===== src/rtl/timer_cfg.svh =====
// timing counts and field positions for the dual interval timer
`ifndef TIMER_CFG_SVH
`define TIMER_CFG_SVH

`define CLK_PERIOD_PS       5000
`define BOARD_CLK_KHZ       3000
`define T1_PRESCALE         64
`define T2_PRESCALE         192
`define T2_FAST_PRESCALE    144
`define T1_TICK_CYCLES      ((`T1_PRESCALE * 1000000 / `BOARD_CLK_KHZ) / 5)
`define T2_TICK_CYCLES      ((`T2_PRESCALE * 1000000 / `BOARD_CLK_KHZ) / 5)
`define T2_FAST_CYCLES      ((`T2_FAST_PRESCALE * 1000000 / `BOARD_CLK_KHZ) / 5)
`define T1_WIDTH            14
`define T1_LOAD_BITS        15
`define T1_MODE_BIT         0
`define T1_IRQ_LEVEL        3
`define T2_IRQ_LEVEL        4
`define T2_WIDTH            8
`define CTRL_RESET          1'b0

`endif


===== src/rtl/timer_pkg.sv =====
// types shared by the dual interval timer
package timer_pkg;

  typedef enum logic {ModeInterrupt, ModeClock} t1_mode_t;

  typedef struct packed {
    logic       valid;
    logic       bitValue;
  } serial_bit_t;

  typedef struct packed {
    logic       write;
    logic       intervalLoadFlag;
    logic       controlLoadFlag;
    logic       fastClockSelect;
    logic [7:0] interval;
  } t2_write_t;

endpackage


===== src/rtl/tick_counter.sv =====
// down counter with prescaler, raising done when it reaches zero
`timescale 1ns/10ps
`default_nettype none
`include "timer_cfg.svh"

module tick_counter #(
  parameter int WIDTH    = 14,
  parameter int DIV_BITS = 16
) (
  input  wire logic                clk,
  input  wire logic                rst_n,
  input  wire logic                load,
  input  wire logic [WIDTH-1:0]    loadValue,
  input  wire logic [DIV_BITS-1:0] tickCycles,
  output logic [WIDTH-1:0]         count,
  output logic                     done
);

  initial begin
    if (WIDTH < 1 || DIV_BITS < 2) begin
      $error("tick_counter: unsupported parameters");
    end
  end

  logic [DIV_BITS-1:0] divReg;
  logic [DIV_BITS-1:0] divNext;
  logic [WIDTH-1:0]    countReg;
  logic [WIDTH-1:0]    countNext;
  logic                runReg;
  logic                runNext;
  logic                doneNext;
  logic                doneReg;

  always_comb begin
    divNext   = divReg;
    countNext = countReg;
    runNext   = runReg;
    doneNext  = 1'b0;
    if (load) begin
      countNext = loadValue;
      divNext   = tickCycles - {{(DIV_BITS-1){1'b0}}, 1'b1};
      runNext   = (loadValue != '0);
      doneNext  = (loadValue == '0);
    end else if (runReg) begin
      if (divReg == '0) begin
        divNext   = tickCycles - {{(DIV_BITS-1){1'b0}}, 1'b1};
        countNext = countReg - {{(WIDTH-1){1'b0}}, 1'b1};
        if (countReg == {{(WIDTH-1){1'b0}}, 1'b1}) begin
          runNext  = 1'b0;
          doneNext = 1'b1;
        end
      end else begin
        divNext = divReg - {{(DIV_BITS-1){1'b0}}, 1'b1};
      end
    end
  end

  always_ff @(posedge clk or negedge rst_n) begin
    if (!rst_n) begin
      divReg   <= '0;
      countReg <= '0;
      runReg   <= 1'b0;
      doneReg  <= 1'b0;
    end else begin
      divReg   <= divNext;
      countReg <= countNext;
      runReg   <= runNext;
      doneReg  <= doneNext;
    end
  end

  assign count = countReg;
  assign done  = doneReg;

endmodule
`default_nettype wire


===== src/rtl/dual_interval_timer.sv =====
// two interval timers with latched interrupt requests on levels 3 and 4
//
// Behaviour
// - first timer completion raises level 3, second timer raises level 4
// - first timer decrements once per 4266-cycle (21.330 us) period
// - first timer count is 14 bits; extra supplied bits are ignored
// - first timer runs unattended and requests interrupt at zero
// - writing zero to bit 0 returns controller to interrupt mode
// - mask bit 3 one in interrupt mode enables level 3, clears pending
// - second timer decrements every 64 us when fast clock select is zero
// - second timer interval accepted only while interval load flag set
// - control load flag clear skips control register on a write
// - loading second interval starts countdown; level 4 if enabled
// - first timer rate is board clock divided by 64
// - interrupt mode for one period captures count; clock mode reads it
`timescale 1ns/10ps
`default_nettype none
`include "timer_cfg.svh"

module dual_interval_timer
  import timer_pkg::*;
#(
  parameter int T1_WIDTH = `T1_WIDTH,
  parameter int T2_WIDTH = `T2_WIDTH
) (
  input  wire logic                     clk,
  input  wire logic                     rst_n,
  input  wire timer_pkg::serial_bit_t   serialIn,
  input  wire logic                     modeWrite,
  input  wire logic                     modeValue,
  input  wire logic                     mask3Write,
  input  wire logic                     mask3Value,
  input  wire timer_pkg::t2_write_t     t2Write,
  input  wire logic                     mask4Write,
  input  wire logic                     mask4Value,
  input  wire logic                     irq4Clear,
  output logic                          irqLevel3,
  output logic                          irqLevel4,
  output logic                          clockMode,
  output logic [T1_WIDTH-1:0]           t1ReadCount,
  output logic [T2_WIDTH-1:0]           t2Count,
  output logic                          fastClockSelect
);

  initial begin
    if (T1_WIDTH != `T1_WIDTH || T2_WIDTH < 1 || T2_WIDTH > 16) begin
      $error("dual_interval_timer: unsupported widths");
    end
  end

  localparam int T1_DIV = `T1_TICK_CYCLES;
  localparam int T2_DIV = `T2_TICK_CYCLES;
  localparam int T2_FDIV = `T2_FAST_CYCLES;
  localparam logic [4:0] LAST_BIT = 5'(`T1_LOAD_BITS - 1);

  // ------------------------------------------------------------
  // first timer: serial load and mode
  // ------------------------------------------------------------
  t1_mode_t            modeReg;
  t1_mode_t            modeNext;
  logic [4:0]          bitCntReg;
  logic [4:0]          bitCntNext;
  logic [T1_WIDTH-1:0] shiftReg;
  logic [T1_WIDTH-1:0] shiftNext;
  logic                t1Load;
  logic [T1_WIDTH-1:0] t1Live;
  logic                t1Done;
  logic [T1_WIDTH-1:0] captureReg;
  logic [T1_WIDTH-1:0] captureNext;
  logic [15:0]         holdReg;
  logic [15:0]         holdNext;

  always_comb begin
    modeNext    = modeReg;
    bitCntNext  = bitCntReg;
    shiftNext   = shiftReg;
    t1Load      = 1'b0;
    captureNext = captureReg;
    holdNext    = holdReg;
    if (serialIn.valid) begin
      if (bitCntReg == 5'h0) begin
        // mode bit arrives first
        modeNext   = serialIn.bitValue ? ModeClock : ModeInterrupt;
        bitCntNext = 5'h1;
      end else begin
        // interval bits fill from bit 1 upward; only 14 are kept
        shiftNext = {serialIn.bitValue, shiftReg[T1_WIDTH-1:1]};
        if (bitCntReg == LAST_BIT) begin
          bitCntNext = 5'h0;
          t1Load     = 1'b1;
        end else begin
          bitCntNext = bitCntReg + 5'h1;
        end
      end
    end else if (modeWrite) begin
      modeNext   = modeValue ? ModeClock : ModeInterrupt;
      bitCntNext = 5'h0;
    end
    // capture running count after a full period in interrupt mode
    if (modeReg == ModeInterrupt) begin
      if (holdReg != 16'hffff) begin
        holdNext = holdReg + 16'h1;
      end
      if (holdReg == 16'(T1_DIV - 1)) begin
        captureNext = t1Live;
      end
    end else begin
      holdNext = 16'h0;
    end
  end

  always_ff @(posedge clk or negedge rst_n) begin
    if (!rst_n) begin
      modeReg    <= ModeInterrupt;
      bitCntReg  <= 5'h0;
      shiftReg   <= '0;
      captureReg <= '0;
      holdReg    <= 16'h0;
    end else begin
      modeReg    <= modeNext;
      bitCntReg  <= bitCntNext;
      shiftReg   <= shiftNext;
      captureReg <= captureNext;
      holdReg    <= holdNext;
    end
  end

  tick_counter #(
    .WIDTH    (T1_WIDTH),
    .DIV_BITS (16)
  ) firstTimer (
    .clk        (clk),
    .rst_n      (rst_n),
    .load       (t1Load),
    .loadValue  ({serialIn.bitValue, shiftReg[T1_WIDTH-1:1]}),
    .tickCycles (16'(T1_DIV)),
    .count      (t1Live),
    .done       (t1Done)
  );

  // ------------------------------------------------------------
  // second timer: flagged register loads
  // ------------------------------------------------------------
  logic                fastReg;
  logic                fastNext;
  logic                t2Load;
  logic [T2_WIDTH-1:0] t2Live;
  logic                t2Done;

  always_comb begin
    fastNext = fastReg;
    t2Load   = 1'b0;
    if (t2Write.write) begin
      if (t2Write.controlLoadFlag) begin
        fastNext = t2Write.fastClockSelect;
      end
      // the interval loads only when the interval flag is set, whatever the control flag
      if (t2Write.intervalLoadFlag) begin
        t2Load = 1'b1;
      end
    end
  end

  always_ff @(posedge clk or negedge rst_n) begin
    if (!rst_n) begin
      fastReg <= `CTRL_RESET;
    end else begin
      fastReg <= fastNext;
    end
  end

  tick_counter #(
    .WIDTH    (T2_WIDTH),
    .DIV_BITS (16)
  ) secondTimer (
    .clk        (clk),
    .rst_n      (rst_n),
    .load       (t2Load),
    .loadValue  (t2Write.interval[T2_WIDTH-1:0]),
    .tickCycles (fastNext ? 16'(T2_FDIV) : 16'(T2_DIV)),
    .count      (t2Live),
    .done       (t2Done)
  );

  // ------------------------------------------------------------
  // interrupt levels
  // ------------------------------------------------------------
  logic en3Reg;
  logic en3Next;
  logic pend3Reg;
  logic pend3Next;
  logic en4Reg;
  logic en4Next;
  logic pend4Reg;
  logic pend4Next;
  logic irq3Reg;
  logic irq4Reg;
  logic [T1_WIDTH-1:0] readReg;
  logic [T2_WIDTH-1:0] t2CountReg;
  logic clockModeReg;

  always_comb begin
    en3Next   = en3Reg;
    pend3Next = pend3Reg;
    en4Next   = en4Reg;
    pend4Next = pend4Reg;
    if (mask3Write && modeReg == ModeInterrupt) begin
      en3Next = mask3Value;
      if (mask3Value) begin
        pend3Next = 1'b0;
      end
    end
    if (mask4Write) begin
      en4Next = mask4Value;
    end
    if (irq4Clear) begin
      pend4Next = 1'b0;
    end
    // a completion in the clearing cycle wins
    if (t1Done) begin
      pend3Next = 1'b1;
    end
    if (t2Done) begin
      pend4Next = 1'b1;
    end
  end

  always_ff @(posedge clk or negedge rst_n) begin
    if (!rst_n) begin
      en3Reg       <= 1'b0;
      pend3Reg     <= 1'b0;
      en4Reg       <= 1'b0;
      pend4Reg     <= 1'b0;
      irq3Reg      <= 1'b0;
      irq4Reg      <= 1'b0;
      readReg      <= '0;
      t2CountReg   <= '0;
      clockModeReg <= 1'b0;
    end else begin
      en3Reg       <= en3Next;
      pend3Reg     <= pend3Next;
      en4Reg       <= en4Next;
      pend4Reg     <= pend4Next;
      irq3Reg      <= pend3Next & en3Next;
      irq4Reg      <= pend4Next & en4Next;
      readReg      <= captureNext;
      t2CountReg   <= t2Live;
      clockModeReg <= (modeNext == ModeClock);
    end
  end

  assign irqLevel3       = irq3Reg;
  assign irqLevel4       = irq4Reg;
  assign clockMode       = clockModeReg;
  assign t1ReadCount     = readReg;
  assign t2Count         = t2CountReg;
  assign fastClockSelect = fastReg;

endmodule
`default_nettype wire


===== config.mk =====
export PLATFORM = sky130hd
export DESIGN_NAME = dual_interval_timer
export DESIGN_NICKNAME = d
export VERILOG_FILES = /design/src/rtl/timer_pkg.sv /design/src/rtl/tick_counter.sv /design/src/rtl/dual_interval_timer.sv
export VERILOG_INCLUDE_DIRS = /design/src /design/src/rtl
export SDC_FILE = /design/constraint.sdc
export NUM_CORES = 1
export LEC_CHECK = 0
export BUFFER_PORTS_ARGS = -buffer_cell sky130_fd_sc_hd__buf_2
export CAP_MARGIN = 20
export CORE_MARGIN = 8
export CORE_UTILIZATION = 40
export CTS_CLUSTER_SIZE = 24
export DETAILED_ROUTE_END_ITERATION = 16
export GPL_ROUTABILITY_DRIVEN = 0
export GPL_TIMING_DRIVEN = 0
export PLACE_DENSITY_LB_ADDON = 0.2
export SYNTH_ARGS = -nofsm -noshare
export SYNTH_HDL_FRONTEND = slang
export SYNTH_HIERARCHICAL = 1
export SYNTH_SLANG_ARGS = --single-unit

===== constraint.sdc =====
create_clock -name clk -period 2.6 [get_ports clk]
set_input_delay 0.26 -clock clk [delete_from_list [all_inputs] [get_ports clk]]
set_output_delay 0.26 -clock clk [all_outputs]
set_load 0.01 [all_outputs]

## Word-level counts from Yosys, hierarchy flattened

Cells that the tools add are included.

- Flip-flop bits (word level): 123
- Latch bits: 0
- Bits in writable memories: 0
- Bits in read-only memories: 0
- Bits of input ports: 23
- Output and inout bits: 26
- Word-level logic and storage cells: 111
- Memories: 0

- Add/sub/neg operators: 7
- $mul: 0
- Divide/modulo/power cells: 0
- Magnitude comparators: 0
- Equality and inequality tests: 6
- Shift-type cells: 0
- Muxes and demuxes: 54
- Bitwise logic cells: 4
- Reduce and logical (&&, ||, !) cells: 19

Operators by type and width:

| kind | number |
|---|---|
| $mux 16 | 8 |
| $mux 14 | 3 |
| $mux 1 | 35 |
| $logic_not 16->1 | 2 |
| $sub 16x1->16 const B | 2 |
| $mux 8 | 3 |
| $mux 5 | 4 |
| $add 16x1->16 const B | 1 |
| $eq 16x13->1 const B | 1 |
| $ne 16x16->1 const B | 1 |
| $sub 14x1->15 const B | 1 |
| $eq 14x1->1 const B | 1 |
| $logic_not 14->1 | 1 |
| $reduce_bool 14->1 | 1 |
| $sub 14x1->14 const B | 1 |
| $mux 13 | 1 |
| $reduce_bool 2->1 | 6 |
| $reduce_and 2->1 | 5 |
| $eq 8x1->1 const B | 1 |
| $logic_not 8->1 | 1 |
| $reduce_bool 8->1 | 1 |
| $sub 8x1->8 const B | 1 |
| $add 5x1->5 const B | 1 |
| $eq 5x4->1 const B | 1 |
| other kinds (5) | 7 |

## Longest topological paths before layout

- Depth after elaboration: 7
- Gate-level depth with buffers: 11
- Depth with buffers taken out: 10

## Cells and area by module

Netlist, hierarchy kept.

Modules (own cells, without submodules):

| module | times used | cells each | area an instance (µm²) | seq. area each (µm²) |
|---|---|---|---|---|
| dual_interval_timer | 1 | 231 | 2,845.2 | 1,601.5 |
| tick_counter (firstTimer) | 1 | 264 | 2,278.4 | 800.8 |
| tick_counter (secondTimer) | 1 | 220 | 2,010.7 | 650.6 |

## Worst setup path before layout

OpenSTA, ideal clock, no wires.

- Kind: reg-to-reg
- Start point: register fastReg, in the netlist fastClockSelect
- End point: register secondTimer.divReg[12]
- Library setup time: 0.111 ns
- Arrival time: 2.414 ns
- Path slack: 0.074 ns
- Cell stages (with the launch flop): 7
- Path buffers: 0
- Period minus slack after synthesis: 2.526 ns
- Path through: dfrtp_1 mux2i_1 inv_1 or4_4 nor3_1 xnor2_1 a2111oi_2

- Word-level cells in the longest chain between the ends: 7

Ends and longest elaborated chain:

| item | line | RTL |
|---|---|---|
| start: declaration | dual_interval_timer.sv:144 | `logic fastReg;` |
| start signal: assignment | dual_interval_timer.sv:166 | `` fastReg <= `CTRL_RESET; `` |
| start signal: assignment | dual_interval_timer.sv:168 | `fastReg <= fastNext;` |
| $mux 1 | dual_interval_timer.sv:154 | `if (t2Write.controlLoadFlag) begin` |
| $mux 1 (*) | dual_interval_timer.sv:153 | `if (t2Write.write) begin` |
| named net fastNext | dual_interval_timer.sv:145 | `logic fastNext;` |
| $mux 13 (*) | dual_interval_timer.sv:180 | `.tickCycles (fastNext ? 16'(T2_FDIV) : 16'(T2_DIV)),` |
| $sub 14x1->15 (*) | tick_counter.sv:41, tick_counter.sv:46 |  |
| $mux 16 | tick_counter.sv:45 | `if (divReg == '0) begin` |
| $mux 16 | tick_counter.sv:44 | `end else if (runReg) begin` |
| $mux 16 (*) | tick_counter.sv:39 | `if (load) begin` |
| end signal: assignment | tick_counter.sv:65 | `divReg <= divNext;` |
| end: declaration | tick_counter.sv:25 | `logic [DIV_BITS-1:0] divReg;` |

The timed path passes the listed nets; every way through them passes the cells marked *. The select of a mux whose other input is x is not followed.
A chain may end at the register's enable or synchronous reset.

## Final worst setup path

- Start point: register bitCntReg[0]
- End point: register firstTimer.divReg[9]

- Word-level cells in the longest chain between the ends: 5
- Elaborated cells on any way between the ends: 7

Ends and longest elaborated chain:

| item | line | RTL |
|---|---|---|
| start: declaration | dual_interval_timer.sv:61 | `logic [4:0] bitCntReg;` |
| start signal: assignment | dual_interval_timer.sv:121 | `bitCntReg <= bitCntNext;` |
| $eq 5x4->1 | dual_interval_timer.sv:88 | `if (bitCntReg == LAST_BIT) begin` |
| $mux 1 | dual_interval_timer.sv:88 |  |
| $mux 1 (*) | dual_interval_timer.sv:81 | `if (bitCntReg == 5'h0) begin` |
| $mux 1 (*) | dual_interval_timer.sv:80 | `if (serialIn.valid) begin` |
| named net t1Load | dual_interval_timer.sv:65 | `logic t1Load;` |
| $mux 16 / $reduce_bool 2->1 (equally long branches) | n/a |  |
| end signal: assignment | tick_counter.sv:65 |  |
| end: declaration | tick_counter.sv:25 |  |

The timed path passes the listed nets; every way through them passes the cells marked *.

==> results by group <==
Run status
  • Status: complete, no violations

Die
  • # IOs: slightly below 50
  • Die height: 150 um
  • Row cnt: just under 50
  • Core Footprint: 0.0177 mm2
  • Die Wd: 150 um
  • Die ar.: 0.0224 mm2
  • Starting Density: 0.403

Power and ir drop
  • LEAKAGE: between 0.003 and 0.004 uW
  • Clk pwr share: 0.409
  • Worst VDD drop: 0.366 mV
  • PwrDens: 668 mW/mm2
  • Reg power frac: 0.414
  • Combinational share of power: 0.177
  • P_int: 4110 uW
  • NetSw: roughly 1700 uW
  • Sw frac: 0.288

CTS
  • Clock latency on the worst-skew pair: ~0.42 ns
  • Clk pin slew, worst setup/hold paths: ~0.05 ns
  • Cts bufs inserted: 17
  • Post-CTS setup buffer count: 0
  • CTS sink count: 122
  • CTS tree: done
  • H-Tree Level Count: 4
  • Clk root buf: clkbuf_16
  • Max Root-Sink Buffers: 2

STA
  • Layout Skew: 0.00998 ns
  • Crit path time final: between 2 and 2.5 ns
  • Unrepaired setup endpoints after global routing: false
  • Final Hold Fails: 0
  • Highest Clock Rate: 411 MHz
  • # setup viols final: 0
  • Rel. slew slack: 0.328
  • Worst-Margin Slew: 0.999 ns
  • Period utilisation layout: 0.936
  • Max-slew violation count: 0

Cells and area
  • # fillers: 1,668
  • Post-layout instance area: 0.00864 mm2
  • Post-layout util: 0.487
  • Commonest non-fill, non-tap cell in the layout: dfrtp_1
  • Layout net count: around 900
  • Diode count: 0
  • Syn-to-layout area delta: 21.0%
  • Most frequent cells in the layout: dfrtp_1, conb_1, buf_2, nor2_1, nand2_1
  • Share of layout cells above drive strength 1: 0.193

Drt
  • Total number of vias: slightly below 6k
  • Final ANT Viol Nets: 0
  • Detailed Route WL: 16,600 um
  • Drt initial violations: slightly below 400
  • Average vias per placed instance: 5.29
  • Drt wl/cell: 15.0 um
  • # DRC: 0
  • First-pass iteration count of the detailed router: 4

Worst setup path
  • Reg2Reg Launch Point: bitCntReg[0]$_DFFE_PN0P_
  • R2r setup slk: around 0.17 ns
  • Max incr delay on CP: 0.53 ns
  • RR Endpoint: firstTimer/divReg[9]$_DFFE_PN0P_
  • Critical path data arrival time: 2.75 ns
  • Crit path required time: 2.92 ns
  • R2R depth: 9
  • Crit path launch: bitCntReg[0]$_DFFE_PN0P_
  • Setup CP Type: reg2reg
  • Crit path max-delay cell type: or4_1
  • CP Capture Type: flop
  • Crit-path cells: inv_1, ha_1, nor2b_1, and3_1, and2_1, clkinv_1, nand2_1, or4_1, o221ai_1
  • CP startpoint kind: flop
  • CP Capture Point: firstTimer/divReg[9]$_DFFE_PN0P_
  • CP max FO: 8

Global route
  • Initial antenna violation count: 0
  • Overflow after GRT: 0
  • Largest net degree at the start of global routing: 90
  • Total track usage: 0.158
  • First-pass GRT wire length: 29,000 um
  • Vias in the first global route: 5,826

Yosys
  • Synth Warn #: 6
  • Post-synthesis area per instance: around 10 um2
  • Seq/Total Area, Yosys: 0.428
  • Top_reg_cell synth: dfrtp_1
  • Number of flops mapped to enable cells by yosys: 0
  • Synth Register Bits: 122
  • Post-Syn Area: approximately 0.0071 mm2
  • Async set-reset flop share out of synthesis: 1.00
  • Yosys cell types: 78
  • Cell count after synthesis: 715

Hold path
  • Hold Path Depth: 3
  • Hold crit path type: in2reg

Placement
  • Hpwl dp: 11,800 um
  • IO buf count: 47
  • DP Area: 0.00800 mm2

Run
  • Total of max-cap violations: 0
==> Yosys cell counts, types with 22 or more instances <==
cell       n  share of area
o21ai_0   30          0.021
xor2_1    23          0.028
a21oi_1   28          0.020
nand2_1   45          0.024
nor3_1    27          0.019
nor4_1    25          0.022
mux2_2    36          0.057
dfrtp_1  122           0.43
xnor2_1   28          0.034
inv_1     25          0.013
nand3_1   22          0.015
nor2_1    48          0.025
==> cells by family (layout without fill, tap and decap cells) <==
group,Yosys count,count (layout),synth area share
and+or+nand+nor,287,287,0.248
buffers and inverters,59,140,0.0391
muxes,43,43,0.0666
adders and majority gates,15,15,0.0263
other,2,83,0.00105
AOI/OAI and AO/OA,136,136,0.129
DFF,122,122,0.428
xor gates and xnor gates,51,51,0.0626
==> how the worst min path moves through the flow <==
stage / start / end
4_1_cts: t2Write[0] / secondTimer/count[0]$_DFFE_PN0P_
3_3_place_gp: secondTimer/count[1]$_DFFE_PN0P_ / t2Count[1]$_DFF_PN0_
3_5_place_dp: rst_n / t1ReadCount[9]$_DFFE_PN0P_
6_report: t2Write[0] / secondTimer/count[0]$_DFFE_PN0P_
5_1_grt: modeWrite / bitCntReg[0]$_DFFE_PN0P_
2_1_floorplan: rst_n / bitCntReg[0]$_DFFE_PN0P_
==> power by group through the flow <==
stage / Clock (uW) / Sequential, uW / Combinational (uW)
final: 2360 / 2390 / 1020
after global routing: 2510 / 2430 / 1150
after CTS: 2420 / 2380 / 1010
after detailed placement: 0 / 2410 / 1000
after floorplan: 0 / 2350 / 748
after global placement: 0 / 2410 / 981
==> through the flow <==
step,total power [uW],hold slack (ns),setup slack (ns),std cells,setup TNS [ns]
3_3_place_gp,3390,0.365,-0.391,1072,-48.84
6_report,5770,0.0739,0.166,1106,0
4_1_cts,5810,0.0601,0.0447,1106,0
3_5_place_dp,3410,0.181,-0.354,1074,-2.92
2_1_floorplan,3100,-0.0356,0.0745,796,0
5_1_grt,6090,0.0687,0.0141,1106,0
==> metal layers <==
metal	vias to the layer above	share of wire	wire, um	global-route usage
met1	2821	0.48	8030	0.214
met4	0	0.0094	156	0.0454
met5	-	0	0	0
li1	2895	-	-	-
met2	118	0.47	7790	0.252
met3	13	0.037	618	0.0302
==> state kept, by name (all words and copies together) (netlist names), 5 cells and up <==
| name | flops |
|---|---|
| firstTimer/divReg | 16 |
| holdReg | 16 |
| secondTimer/divReg | 16 |
| firstTimer/count | 14 |
| t1ReadCount | 14 |
| shiftReg | 13 |
| secondTimer/count | 8 |
| t2Count | 8 |
| bitCntReg | 5 |
==> cell type report <==
class | instances | area [um2] | share of cell area
buffer | 33 | 189 | 0.0219
clock buffer | 19 | 443 | 0.0513
clock inverter | 12 | 149 | 0.0172
inverter | 26 | 97.6 | 0.0113
multi-input combinational | 615 | 4130 | 0.478
sequential | 122 | 3050 | 0.354
tap | 229 | 287 | 0.0332
timing repair buffer | 50 | 289 | 0.0335
==> worst max-delay path, delay by kind of cell, from the launching register on <==
| family | cells | cell delay, ns |
|---|---|---|
| and+or+nand+nor | 5 | 1.30 |
| DFF | 1 | 0.41 |
| adders and majority gates | 1 | 0.19 |
| AOI/OAI and AO/OA | 1 | 0.18 |
| buffers and inverters | 2 | 0.27 |
==> timing repair <==
| action | 4_1_cts | 5_1_grt |
|---|---|---|
| hold buffers | 1 | 0 |
| endpoints found under the setup margin | 20 | 19 |
| hold endpoints to repair | 33 | 0 |
| gates resized for setup | 6 | 7 |
| gates cloned | 0 | 0 |
Power figures use the tool's default switching activity.
